File: src/rtl/lchb_pkg.sv
// lchb_pkg.sv: shared constants and types for the line card host bus interface
package lchb_pkg;
   localparam int DATA_W = 8;
   localparam int ADDR_W = 8;
   localparam int PORT1_W = 4;
   // bus style strap values
   localparam logic BUS_STYLE_SEP = 1'b0;
   localparam logic BUS_STYLE_COMB = 1'b1;
   // register space select
   localparam logic SPACE_SWITCH = 1'b0;
   localparam logic SPACE_HDLC = 1'b1;
   // host access timing, cycles of sys_clk per phase
   localparam int HOST_PHASE_CYC = 2;
   localparam logic [1:0] PHASE_LAST = 2'h1;
   // power-up reset stretch, cycles
   localparam logic [3:0] POR_CYC = 4'h8;
   typedef enum logic [4:0]
   {
      HS_IDLE = 5'b00001,
      HS_ADDR = 5'b00010,
      HS_LATCH = 5'b00100,
      HS_STROBE = 5'b01000,
      HS_END = 5'b10000
   } lchb_host_state_e;
endpackage
File: src/rtl/lchb_bus_if.sv
// lchb_bus_if.sv: pins between host processor and line card controller
`timescale 1ns/100ps
interface lchb_bus_if;
   logic switch_register_select_n;
   logic hdlc_register_select_n;
   logic wr_n_rw;
   logic rd_n_data_strobe;
   logic addr_latch;
   logic [7:0] muxed_bus_line_host;
   logic muxed_bus_line_host_oe;
   logic [7:0] muxed_bus_line_dev;
   logic muxed_bus_line_dev_oe;
   logic [7:0] host_address_line;
   logic [3:0] bidir_port_one_line_in;
   logic irq_n_oe;
   logic reset_indicator_out;
   logic external_reset_in;
   modport device
   (
      input switch_register_select_n, hdlc_register_select_n, wr_n_rw, rd_n_data_strobe, addr_latch,
      input muxed_bus_line_host, muxed_bus_line_host_oe, host_address_line, external_reset_in,
      output muxed_bus_line_dev, muxed_bus_line_dev_oe, irq_n_oe, reset_indicator_out,
      input bidir_port_one_line_in
   );
   modport host
   (
      output switch_register_select_n, hdlc_register_select_n, wr_n_rw, rd_n_data_strobe, addr_latch,
      output muxed_bus_line_host, muxed_bus_line_host_oe, host_address_line, external_reset_in,
      input muxed_bus_line_dev, muxed_bus_line_dev_oe, irq_n_oe, reset_indicator_out
   );
endinterface

File: src/rtl/lchb_device.sv
// lchb_device.sv: controller end of the host bus, decoding accesses into user strobes
// Notes on behaviour
// - switch select low reaches non-HDLC registers
// - HDLC select low reaches HDLC registers
// - separate strobes or read/write plus data strobe
// - separate style: write strobe low writes
// - separate style: read strobe low drives data
// - combined style: read/write high reads
// - combined style: strobe rise ends access
// - bus muxed or data only; drive reads
// - latch transparent while ale high, falls captures
// - first access after reset picks bus mode
// - demuxed mode: host gives dedicated address
// - muxed mode: address inputs are input port
// - four-line bidirectional port, captured on read or data strobe fall, not on a separate-style write strobe
// - interrupt pulled low while any pending, not in reset or DMA mode
// - reset indicator high during any reset
// - external reset high holds device in reset
// - HDLC buffers by interrupt or DMA
`timescale 1ns/100ps
module lchb_device
(
   input wire logic sys_clk,
   input wire logic sys_rst,
   lchb_bus_if.device bus,
   input wire logic bus_style,
   input wire logic [7:0] rd_data,
   input wire logic irq_pending,
   input wire logic watchdog_reset,
   input wire logic soft_reset,
   input wire logic [3:0] port1_dir_out,
   input wire logic [3:0] port1_out,
   input wire logic hdlc_dma_mode,
   output logic wr_strobe,
   output logic rd_strobe,
   output logic reg_space,
   output logic [7:0] reg_addr,
   output logic [7:0] wr_data,
   output logic [7:0] port0_value,
   output logic [3:0] port1_value,
   output logic [3:0] port1_drive,
   output logic [3:0] port1_oe,
   output logic muxed_mode,
   output logic mode_known,
   output logic hdlc_dma_req,
   output logic in_reset
);
   // ----------------------------------------
   // reset
   // ----------------------------------------
   logic [3:0] por_cnt;
   logic any_reset;
   assign any_reset = bus.external_reset_in | watchdog_reset | soft_reset | (por_cnt != 4'h0);
   always_ff @(posedge sys_clk or posedge sys_rst)
   begin
      if (sys_rst)
         por_cnt <= lchb_pkg::POR_CYC;
      else if (por_cnt != 4'h0)
         por_cnt <= por_cnt - 4'h1;
   end
   always_ff @(posedge sys_clk or posedge sys_rst)
   begin
      if (sys_rst)
      begin
         in_reset <= 1'b1;
         bus.reset_indicator_out <= 1'b1;
      end
      else
      begin
         in_reset <= any_reset;
         bus.reset_indicator_out <= any_reset;
      end
   end
   // ----------------------------------------
   // access decode
   // ----------------------------------------
   logic sel;
   logic strobe_act;
   logic strobe_act_d;
   logic ale_d;
   logic is_write;
   logic acc_write;
   assign sel = ~bus.switch_register_select_n | ~bus.hdlc_register_select_n;
   always_comb
   begin
      if (bus_style == lchb_pkg::BUS_STYLE_SEP)
      begin
         strobe_act = sel & (~bus.wr_n_rw | ~bus.rd_n_data_strobe);
         is_write = ~bus.wr_n_rw;
      end
      else
      begin
         strobe_act = sel & ~bus.rd_n_data_strobe;
         is_write = ~bus.wr_n_rw;
      end
   end
   always_ff @(posedge sys_clk or posedge sys_rst)
   begin
      if (sys_rst)
      begin
         strobe_act_d <= 1'b0;
         ale_d <= 1'b0;
         acc_write <= 1'b0;
      end
      else
      begin
         strobe_act_d <= strobe_act;
         // ale high at any time since the last access start; a new high wins over the clear
         if (bus.addr_latch)
            ale_d <= 1'b1;
         else if (strobe_act && !strobe_act_d)
            ale_d <= 1'b0;
         // access kind kept from the start: the separate-style write strobe is gone at the end
         if (strobe_act && !strobe_act_d)
            acc_write <= is_write;
      end
   end
   // ----------------------------------------
   // bus mode strap
   // ----------------------------------------
   always_ff @(posedge sys_clk or posedge sys_rst)
   begin
      if (sys_rst)
      begin
         mode_known <= 1'b0;
         muxed_mode <= 1'b0;
      end
      else if (any_reset)
      begin
         mode_known <= 1'b0;
         muxed_mode <= 1'b0;
      end
      else if (!mode_known && strobe_act && !strobe_act_d)
      begin
         // ale seen high since last access marks muxed mode
         mode_known <= 1'b1;
         muxed_mode <= ale_d | bus.addr_latch;
      end
   end
   // ----------------------------------------
   // address latch
   // ----------------------------------------
   logic [7:0] ale_latch;
   logic [7:0] cur_addr;
   always_ff @(posedge sys_clk or posedge sys_rst)
   begin
      if (sys_rst)
         ale_latch <= 8'h00;
      else if (bus.addr_latch)
         ale_latch <= bus.muxed_bus_line_host;
   end
   // while ale is high the latch is transparent
   assign cur_addr = bus.addr_latch ? bus.muxed_bus_line_host : ale_latch;
   // ----------------------------------------
   // access strobes and user side
   // ----------------------------------------
   logic use_mux;
   assign use_mux = mode_known ? muxed_mode : (ale_d | bus.addr_latch);
   always_ff @(posedge sys_clk or posedge sys_rst)
   begin
      if (sys_rst)
      begin
         wr_strobe <= 1'b0;
         rd_strobe <= 1'b0;
         reg_space <= lchb_pkg::SPACE_SWITCH;
         reg_addr <= 8'h00;
         wr_data <= 8'h00;
      end
      else
      begin
         rd_strobe <= 1'b0;
         wr_strobe <= 1'b0;
         if (!any_reset && strobe_act && !strobe_act_d)
         begin
            reg_space <= bus.switch_register_select_n ? lchb_pkg::SPACE_HDLC : lchb_pkg::SPACE_SWITCH;
            reg_addr <= use_mux ? cur_addr : bus.host_address_line;
            rd_strobe <= ~is_write;
         end
         // write completes when strobe ends so the data is settled
         if (!any_reset && !strobe_act && strobe_act_d && acc_write)
         begin
            wr_strobe <= 1'b1;
            wr_data <= bus.muxed_bus_line_host;
         end
      end
   end
   // ----------------------------------------
   // data drive
   // ----------------------------------------
   always_ff @(posedge sys_clk or posedge sys_rst)
   begin
      if (sys_rst)
      begin
         bus.muxed_bus_line_dev <= 8'h00;
         bus.muxed_bus_line_dev_oe <= 1'b0;
      end
      else
      begin
         bus.muxed_bus_line_dev <= rd_data;
         bus.muxed_bus_line_dev_oe <= !any_reset && strobe_act && !is_write;
      end
   end
   // ----------------------------------------
   // parallel ports
   // ----------------------------------------
   always_ff @(posedge sys_clk or posedge sys_rst)
   begin
      if (sys_rst)
      begin
         port0_value <= 8'h00;
         port1_value <= 4'h0;
      end
      else if (strobe_act && !strobe_act_d && !bus.rd_n_data_strobe)
      begin
         if (use_mux)
            port0_value <= bus.host_address_line;
         port1_value <= bus.bidir_port_one_line_in;
      end
   end
   always_ff @(posedge sys_clk or posedge sys_rst)
   begin
      if (sys_rst)
      begin
         port1_oe <= 4'h0;
         port1_drive <= 4'h0;
      end
      else
      begin
         port1_oe <= any_reset ? 4'h0 : port1_dir_out;
         port1_drive <= port1_out;
      end
   end
   // ----------------------------------------
   // interrupt and dma
   // ----------------------------------------
   always_ff @(posedge sys_clk or posedge sys_rst)
   begin
      if (sys_rst)
      begin
         bus.irq_n_oe <= 1'b0;
         hdlc_dma_req <= 1'b0;
      end
      else
      begin
         // open drain: enable pulls the shared wire low
         bus.irq_n_oe <= irq_pending & ~any_reset & ~hdlc_dma_mode;
         hdlc_dma_req <= irq_pending & ~any_reset & hdlc_dma_mode;
      end
   end
endmodule // lchb_device

File: src/flat_wrapper.sv
// flat-port wrapper written by rule: the top's interface ports become plain ports
module lchb_device_flat 
  (sys_clk, sys_rst, bus_style, rd_data, irq_pending, watchdog_reset, soft_reset, port1_dir_out, port1_out, hdlc_dma_mode, wr_strobe, rd_strobe, reg_space, reg_addr, wr_data, port0_value, port1_value, port1_drive, port1_oe, muxed_mode, mode_known, hdlc_dma_req, in_reset, bus_switch_register_select_n, bus_hdlc_register_select_n, bus_wr_n_rw, bus_rd_n_data_strobe, bus_addr_latch, bus_muxed_bus_line_host, bus_muxed_bus_line_host_oe, bus_host_address_line, bus_external_reset_in, bus_muxed_bus_line_dev, bus_muxed_bus_line_dev_oe, bus_irq_n_oe, bus_reset_indicator_out, bus_bidir_port_one_line_in);
  lchb_bus_if bus_i ();
  input wire logic sys_clk;
  input wire logic sys_rst;
  input wire logic bus_style;
  input wire logic [7:0] rd_data;
  input wire logic irq_pending;
  input wire logic watchdog_reset;
  input wire logic soft_reset;
  input wire logic [3:0] port1_dir_out;
  input wire logic [3:0] port1_out;
  input wire logic hdlc_dma_mode;
  output logic wr_strobe;
  output logic rd_strobe;
  output logic reg_space;
  output logic [7:0] reg_addr;
  output logic [7:0] wr_data;
  output logic [7:0] port0_value;
  output logic [3:0] port1_value;
  output logic [3:0] port1_drive;
  output logic [3:0] port1_oe;
  output logic muxed_mode;
  output logic mode_known;
  output logic hdlc_dma_req;
  output logic in_reset;
  input wire logic [$bits(bus_i.switch_register_select_n)-1:0] bus_switch_register_select_n;
  input wire logic [$bits(bus_i.hdlc_register_select_n)-1:0] bus_hdlc_register_select_n;
  input wire logic [$bits(bus_i.wr_n_rw)-1:0] bus_wr_n_rw;
  input wire logic [$bits(bus_i.rd_n_data_strobe)-1:0] bus_rd_n_data_strobe;
  input wire logic [$bits(bus_i.addr_latch)-1:0] bus_addr_latch;
  input wire logic [$bits(bus_i.muxed_bus_line_host)-1:0] bus_muxed_bus_line_host;
  input wire logic [$bits(bus_i.muxed_bus_line_host_oe)-1:0] bus_muxed_bus_line_host_oe;
  input wire logic [$bits(bus_i.host_address_line)-1:0] bus_host_address_line;
  input wire logic [$bits(bus_i.external_reset_in)-1:0] bus_external_reset_in;
  output wire logic [$bits(bus_i.muxed_bus_line_dev)-1:0] bus_muxed_bus_line_dev;
  output wire logic [$bits(bus_i.muxed_bus_line_dev_oe)-1:0] bus_muxed_bus_line_dev_oe;
  output wire logic [$bits(bus_i.irq_n_oe)-1:0] bus_irq_n_oe;
  output wire logic [$bits(bus_i.reset_indicator_out)-1:0] bus_reset_indicator_out;
  input wire logic [$bits(bus_i.bidir_port_one_line_in)-1:0] bus_bidir_port_one_line_in;
  assign bus_i.switch_register_select_n = bus_switch_register_select_n;
  assign bus_i.hdlc_register_select_n = bus_hdlc_register_select_n;
  assign bus_i.wr_n_rw = bus_wr_n_rw;
  assign bus_i.rd_n_data_strobe = bus_rd_n_data_strobe;
  assign bus_i.addr_latch = bus_addr_latch;
  assign bus_i.muxed_bus_line_host = bus_muxed_bus_line_host;
  assign bus_i.muxed_bus_line_host_oe = bus_muxed_bus_line_host_oe;
  assign bus_i.host_address_line = bus_host_address_line;
  assign bus_i.external_reset_in = bus_external_reset_in;
  assign bus_muxed_bus_line_dev = bus_i.muxed_bus_line_dev;
  assign bus_muxed_bus_line_dev_oe = bus_i.muxed_bus_line_dev_oe;
  assign bus_irq_n_oe = bus_i.irq_n_oe;
  assign bus_reset_indicator_out = bus_i.reset_indicator_out;
  assign bus_i.bidir_port_one_line_in = bus_bidir_port_one_line_in;
  lchb_device u_core (.sys_clk(sys_clk), .sys_rst(sys_rst), .bus(bus_i), .bus_style(bus_style), .rd_data(rd_data), .irq_pending(irq_pending), .watchdog_reset(watchdog_reset), .soft_reset(soft_reset), .port1_dir_out(port1_dir_out), .port1_out(port1_out), .hdlc_dma_mode(hdlc_dma_mode), .wr_strobe(wr_strobe), .rd_strobe(rd_strobe), .reg_space(reg_space), .reg_addr(reg_addr), .wr_data(wr_data), .port0_value(port0_value), .port1_value(port1_value), .port1_drive(port1_drive), .port1_oe(port1_oe), .muxed_mode(muxed_mode), .mode_known(mode_known), .hdlc_dma_req(hdlc_dma_req), .in_reset(in_reset));
endmodule
File: config.mk
export PLATFORM = sky130hd
export DESIGN_NAME = lchb_device_flat
export DESIGN_NICKNAME = d
export VERILOG_FILES = /design/src/rtl/lchb_pkg.sv /design/src/rtl/lchb_bus_if.sv /design/src/rtl/lchb_device.sv /design/src/flat_wrapper.sv
export SDC_FILE = /design/constraint.sdc
export NUM_CORES = 1
export LEC_CHECK = 0
export BUFFER_PORTS_ARGS = -buffer_cell sky130_fd_sc_hd__buf_2
export CAP_MARGIN = 20
export CORE_UTILIZATION = 48
export DETAILED_ROUTE_END_ITERATION = 8
export GPL_TIMING_DRIVEN = 0
export HOLD_SLACK_MARGIN = 0.06
export PLACE_DENSITY = 0.8
export SLEW_MARGIN = 20
export SYNTH_ARGS = -nofsm -noshare
export SYNTH_HDL_FRONTEND = slang
export SYNTH_SLANG_ARGS = --single-unit
export TNS_END_PERCENT = 50
File: constraint.sdc
create_clock -name sys_clk -period 2.89 [get_ports sys_clk]
set_input_delay 0.578 -clock sys_clk [delete_from_list [all_inputs] [get_ports sys_clk]]
set_output_delay 0.578 -clock sys_clk [all_outputs]
set_load 0.02 [all_outputs]
# Word level (Yosys, flattened, before mapping)

Cells that the tools add are included.
W data, S select, Z words.

Output and inout bits: 54
Memories: 0
Input bits: 50
Memory bits (read-only): 0
Word-level logic and storage cells: 72
RAM bits: 0
Bits in latches: 0
Bits in registers: 68

$lt $le $gt $ge: 0
Multiplexer cells: 14
Reduce and logical (&&, ||, !) cells: 19
Equal/unequal tests: 0
Bitwise operators: 17
Div/mod/pow operators: 0
Multipliers: 0
$add $sub $neg: 1
Shift-type cells: 0

Operators with widths:

| kind                  | count |
|---|---|
| $mux W8               | 2 |
| $mux W1               | 11 |
| $logic_and A1 B1 Y1   | 10 |
| $not A1 Y1            | 6 |
| $or A1 B1 Y1          | 6 |
| $and A1 B1 Y1         | 5 |
| $logic_not A1 Y1      | 5 |
| $mux W4               | 1 |
| $reduce_bool A2 Y1    | 2 |
| $reduce_bool A4 Y1    | 1 |
| $sub A4 B1 Y4 const B | 1 |
| $reduce_and A2 Y1     | 1 |

# Depth between registers and ports, before layout

Depth in word-level cells: 9
Mapped depth: 7
Mapped depth without buffers: 6

# Worst setup path after synthesis

Ideal clock, no wire load.

Path type: reg2reg
Start: register u_core.por_cnt[0]
End: register u_core.reg_space
Clock period less this slack: 2166 ps
Arrival: 2041 ps
Required time: 2765 ps
Setup time: 125 ps
Cell stages (with the launch flop): 8
Path buffers: 2
Setup slack: 724 ps
Cell sequence: dfrtp_1 -> inv_1 -> ha_1 -> or3b_1 -> buf_2 -> or4_1 -> buf_2 -> mux2_4

Word-level cells in the longest chain between the ends: 5

RTL lines:

| what                              | RTL line           | text |
|---|---|---|
| from (decl)                       | lchb_device.sv:51  | `logic [3:0] por_cnt;` |
| from (signal assigned)            | lchb_device.sv:57  | `por_cnt <= lchb_pkg::POR_CYC;` |
| from (signal assigned)            | lchb_device.sv:59  | `por_cnt <= por_cnt - 4'h1;` |
| $reduce_bool A4 Y1                | lchb_device.sv:53  | `assign any_reset = bus.external_reset_in \| watchdog_reset \| soft_reset \| (por_cnt != 4'h0);` |
| $or A1 B1 Y1                      | lchb_device.sv:53  |  |
| $logic_not A1 Y1                  | lchb_device.sv:173 | `if (!any_reset && strobe_act && !strobe_act_d)` |
| $logic_and A1 B1 Y1 (2 in series) | lchb_device.sv:173 |  |
| to (signal assigned)              | lchb_device.sv:165 | `reg_space <= lchb_pkg::SPACE_SWITCH;` |
| to (signal assigned)              | lchb_device.sv:175 | `reg_space <= bus.switch_register_select_n ? lchb_pkg::SPACE_HDLC : lchb_pkg::SPACE_SWITCH;` |
| to (decl)                         | lchb_device.sv:36  | `output logic reg_space,` |

Every way passes these cells.
A chain may end at the register's enable or synchronous reset.

# Worst setup path in the final report

Start: register u_core.por_cnt[0]
End: register u_core.wr_data[3]

Word-level cells in the longest chain between the ends: 6

RTL lines:

| what                              | RTL line           | text |
|---|---|---|
| $reduce_bool A4 Y1                | lchb_device.sv:53  |  |
| $or A1 B1 Y1                      | lchb_device.sv:53  |  |
| $logic_not A1 Y1                  | lchb_device.sv:180 | `if (!any_reset && !strobe_act && strobe_act_d && acc_write)` |
| $logic_and A1 B1 Y1 (3 in series) | lchb_device.sv:180 |  |
| to (signal assigned)              | lchb_device.sv:183 | `wr_data <= bus.muxed_bus_line_host;` |
| to (decl)                         | lchb_device.sv:38  | `output logic [7:0] wr_data,` |

Every way passes these cells.

==> out/qor.txt <==
Peak Freq: 405 MHz
crit path DAT: 2690 ps
ys async rst share: 1.00
Final Hold Vio Count: 0
Design Power: 2.41 mW
worst path bufs/invs: 2
H-Tree Depth: 3
Worst Setup End Kind: register
Post-CTS Resized: 0
GRT Util Overall: 0.207
IO buf count: 102
placed cell area: 0.00324 mm2
crit-path cells: inv_1 -> ha_1 -> or3b_1 -> buf_2 -> a2111oi_4 -> mux2_2
met2 wire len: 2820 um
Final Slew Violations: 0
first-pass GRT wire length: 9140 um
commonest non-fill, non-tap cell in the layout: buf_2
Area Overhead vs Synth: 31.0%
R2R Path Start: u_core.por_cnt[0]
crit path launch: u_core.por_cnt[0]
cell area after synthesis: 0.00262 mm2
die height: 75.9 um
Max VDD drop: 0.000434 V
wire per inst: 14.7 um
setup repair bufs after CTS: 0
RSZ-0062 raised after global routing: false
# IOs: 104
initial antenna violation count: 0
Metal-1 WL: 2240 um
Die ar.: 0.00577 mm2
top cell family by delay on the critical path: compound AO/OA/AOI/OAI gates
maximum clock insertion buffer count: 2
EDFF count, synth: 0
Worst path max stage delay: 740 ps
final hold slack: 211 ps
# DRC: 0
diodes inserted: 0
DRT antenna net count: 0
grt ovf: 0
Crit path depth: 6
DRT Pass-1 Iters: 4
YS warnings: 0
Num CTS Buffers: 9
FF-to-FF End: u_core.wr_data[3]
max-cap violations: 0
Register-to-Register Path Depth: 6
simple-gate area share of the yosys netlist: 0.0773
Top Layer Used: met4
clk sinks: 68
Crit Path Category: register to register
Hold Path Class: input pin to async pin
Final HPWL DP: 4030 um
most frequent cells in the layout: buf_2 (104), dfrtp_1 (66), mux2_2 (28), a21oi_1 (12)
vias per std cell: 5.05
crit path capture: u_core.wr_data[3]
Synth Net Count: 244
DRT Wirelength: 5580 um
Horiz. Die Dim: 75.9 um
complex-gate fraction of the synthesized area: 0.108
vias in the first global route: 2024
CTS root buffer: clkbuf_8
status: completed
Worst-path clk slew: 70 ps
CP startpoint kind: register
clock latency on the worst-skew pair: 340 ps
largest family of logic cells by synthesized area: multiplexers
CTS tree: built
crit share post-route: 0.854
pin count of the biggest net entering global routing: 42
# setup viols final: 0
crit path max fanout: 9
DP Worst Slack: 260 ps
Syn Inst Count: 192
Placer Congestion: 0.770
Power Density: 702 mW/mm2
post-synthesis register bit count: 68
Iteration-0 DRC Markers: 90
fin nets: 358
Slowest cell on crit path: a2111oi_4
flop2flop setup slack: 420 ps
Cell variety after synth: 33
Post-Synth Adder-Cell Area: 0.00954
required time of the worst setup path: 3110 ps
post-synthesis mux area share: 0.126
P_leak: 1.71 nW
final setup margin: 422 ps
Final Skew: 7.03 ps
Most used DFF post-synth: dfrtp_1
synthesized area per cell: 13.7 um2
Cell Rows: 26
core area: 0.00517 mm2
Slew HR: 0.309
met3 WL: 421 um
DR vias: 1924
sequential area share after synthesis: 0.649
fraction of layout cells with a size suffix above 1: 0.492
Post-Synth XOR/XNOR Area: 0.00334
initial core utilization: 0.507
worst-margin pin slew: 1030 ps
Tmin final: 2470 ps
design area: 0.00344 mm2
CTS Hold Bufs: 0
## layout make-up
type,count,area (um2)
timing repair buffer,103,531
tap,70,87.6
multi-input combinational,107,855
buffer,11,47.5
clock buffer,14,153
sequential,68,1700
inverter,6,25.0
clock inverter,2,35.0
fill,412,1740
## cell families after synthesis
kind of cell             after synthesis
AND/OR/NAND/NOR                       36
XOR/XNOR                               1
multiplexers                          29
flip-flops                            68
adder cells (fa/ha/maj)                2
AO/OA/AOI/OAI                         39
buffers and inverters                 17
## sequential cells by signal, summed over array words and instances, names as in the netlist, 4 cells and up
register and flops:
u_core.por_cnt 4, u_core.port1_value 4, u_core.ale_latch 8, u_core.reg_addr 8, u_core.port1_drive 4, u_core.wr_data 8
u_core.port0_value 8, u_core.bus.muxed_bus_line_dev 8, u_core.port1_oe 4
## synth_stat cells (all sizes together), types with 2 or more instances
| master | number | area, um2 |
|---|---|---|
| o41ai | 8 | 70.1 |
| inv | 6 | 22.5 |
| dfrtp | 66 | 1650 |
| a21oi | 12 | 60.1 |
| and3 | 3 | 18.8 |
| o31ai | 8 | 60.1 |
| mux2 | 29 | 330 |
| nand2b | 2 | 12.5 |
| dfstp | 2 | 52.6 |
| a21o | 3 | 22.5 |
| nor3 | 10 | 50.1 |
| or3 | 3 | 18.8 |
| and2 | 4 | 25.0 |
| clkbuf | 6 | 22.5 |
| buf | 5 | 25.0 |
| nor2 | 5 | 18.8 |
| o21ai | 4 | 20.0 |
| nand2 | 3 | 11.3 |
| ha | 2 | 25.0 |
## worst min path at each step
stage                             start                                to  slack, ps  cells after the start
global placement     u_core.reg_addr[3]                u_core.reg_addr[3]        480                      2
floorplan           u_core.ale_latch[0]               u_core.ale_latch[0]        470                      1
CTS                             sys_rst  u_core.bus.muxed_bus_line_dev[4]        220                      2
detailed placement  u_core.ale_latch[1]               u_core.ale_latch[1]        490                      1
finish                          sys_rst  u_core.bus.muxed_bus_line_dev[4]        210                      2
global route                    sys_rst  u_core.bus.muxed_bus_line_dev[4]        230                      2
## report_power, final
part           internal, mW  switching, mW  total [mW]  leakage [nW]
sequential             1.08         0.0580        1.14         0.841
combinational         0.213          0.308       0.521         0.776
clock                 0.422          0.327       0.749        0.0947
## per-layer routing
metal	GRT usage	vias to the layer above
met5	0	-
met4	0.113	0
met3	0.0554	11
met2	0.348	80
met1	0.240	917
li1	-	916
## through the flow
step	TNS, ps	cells	utilization
floorplan	0	192	-
global placement	-9780	364	0.623
detailed placement	0	365	0.627
CTS	0	381	0.664
global route	0	381	0.664
finish	0	381	0.664
No activity file was read; power rests on OpenSTA's default activity.
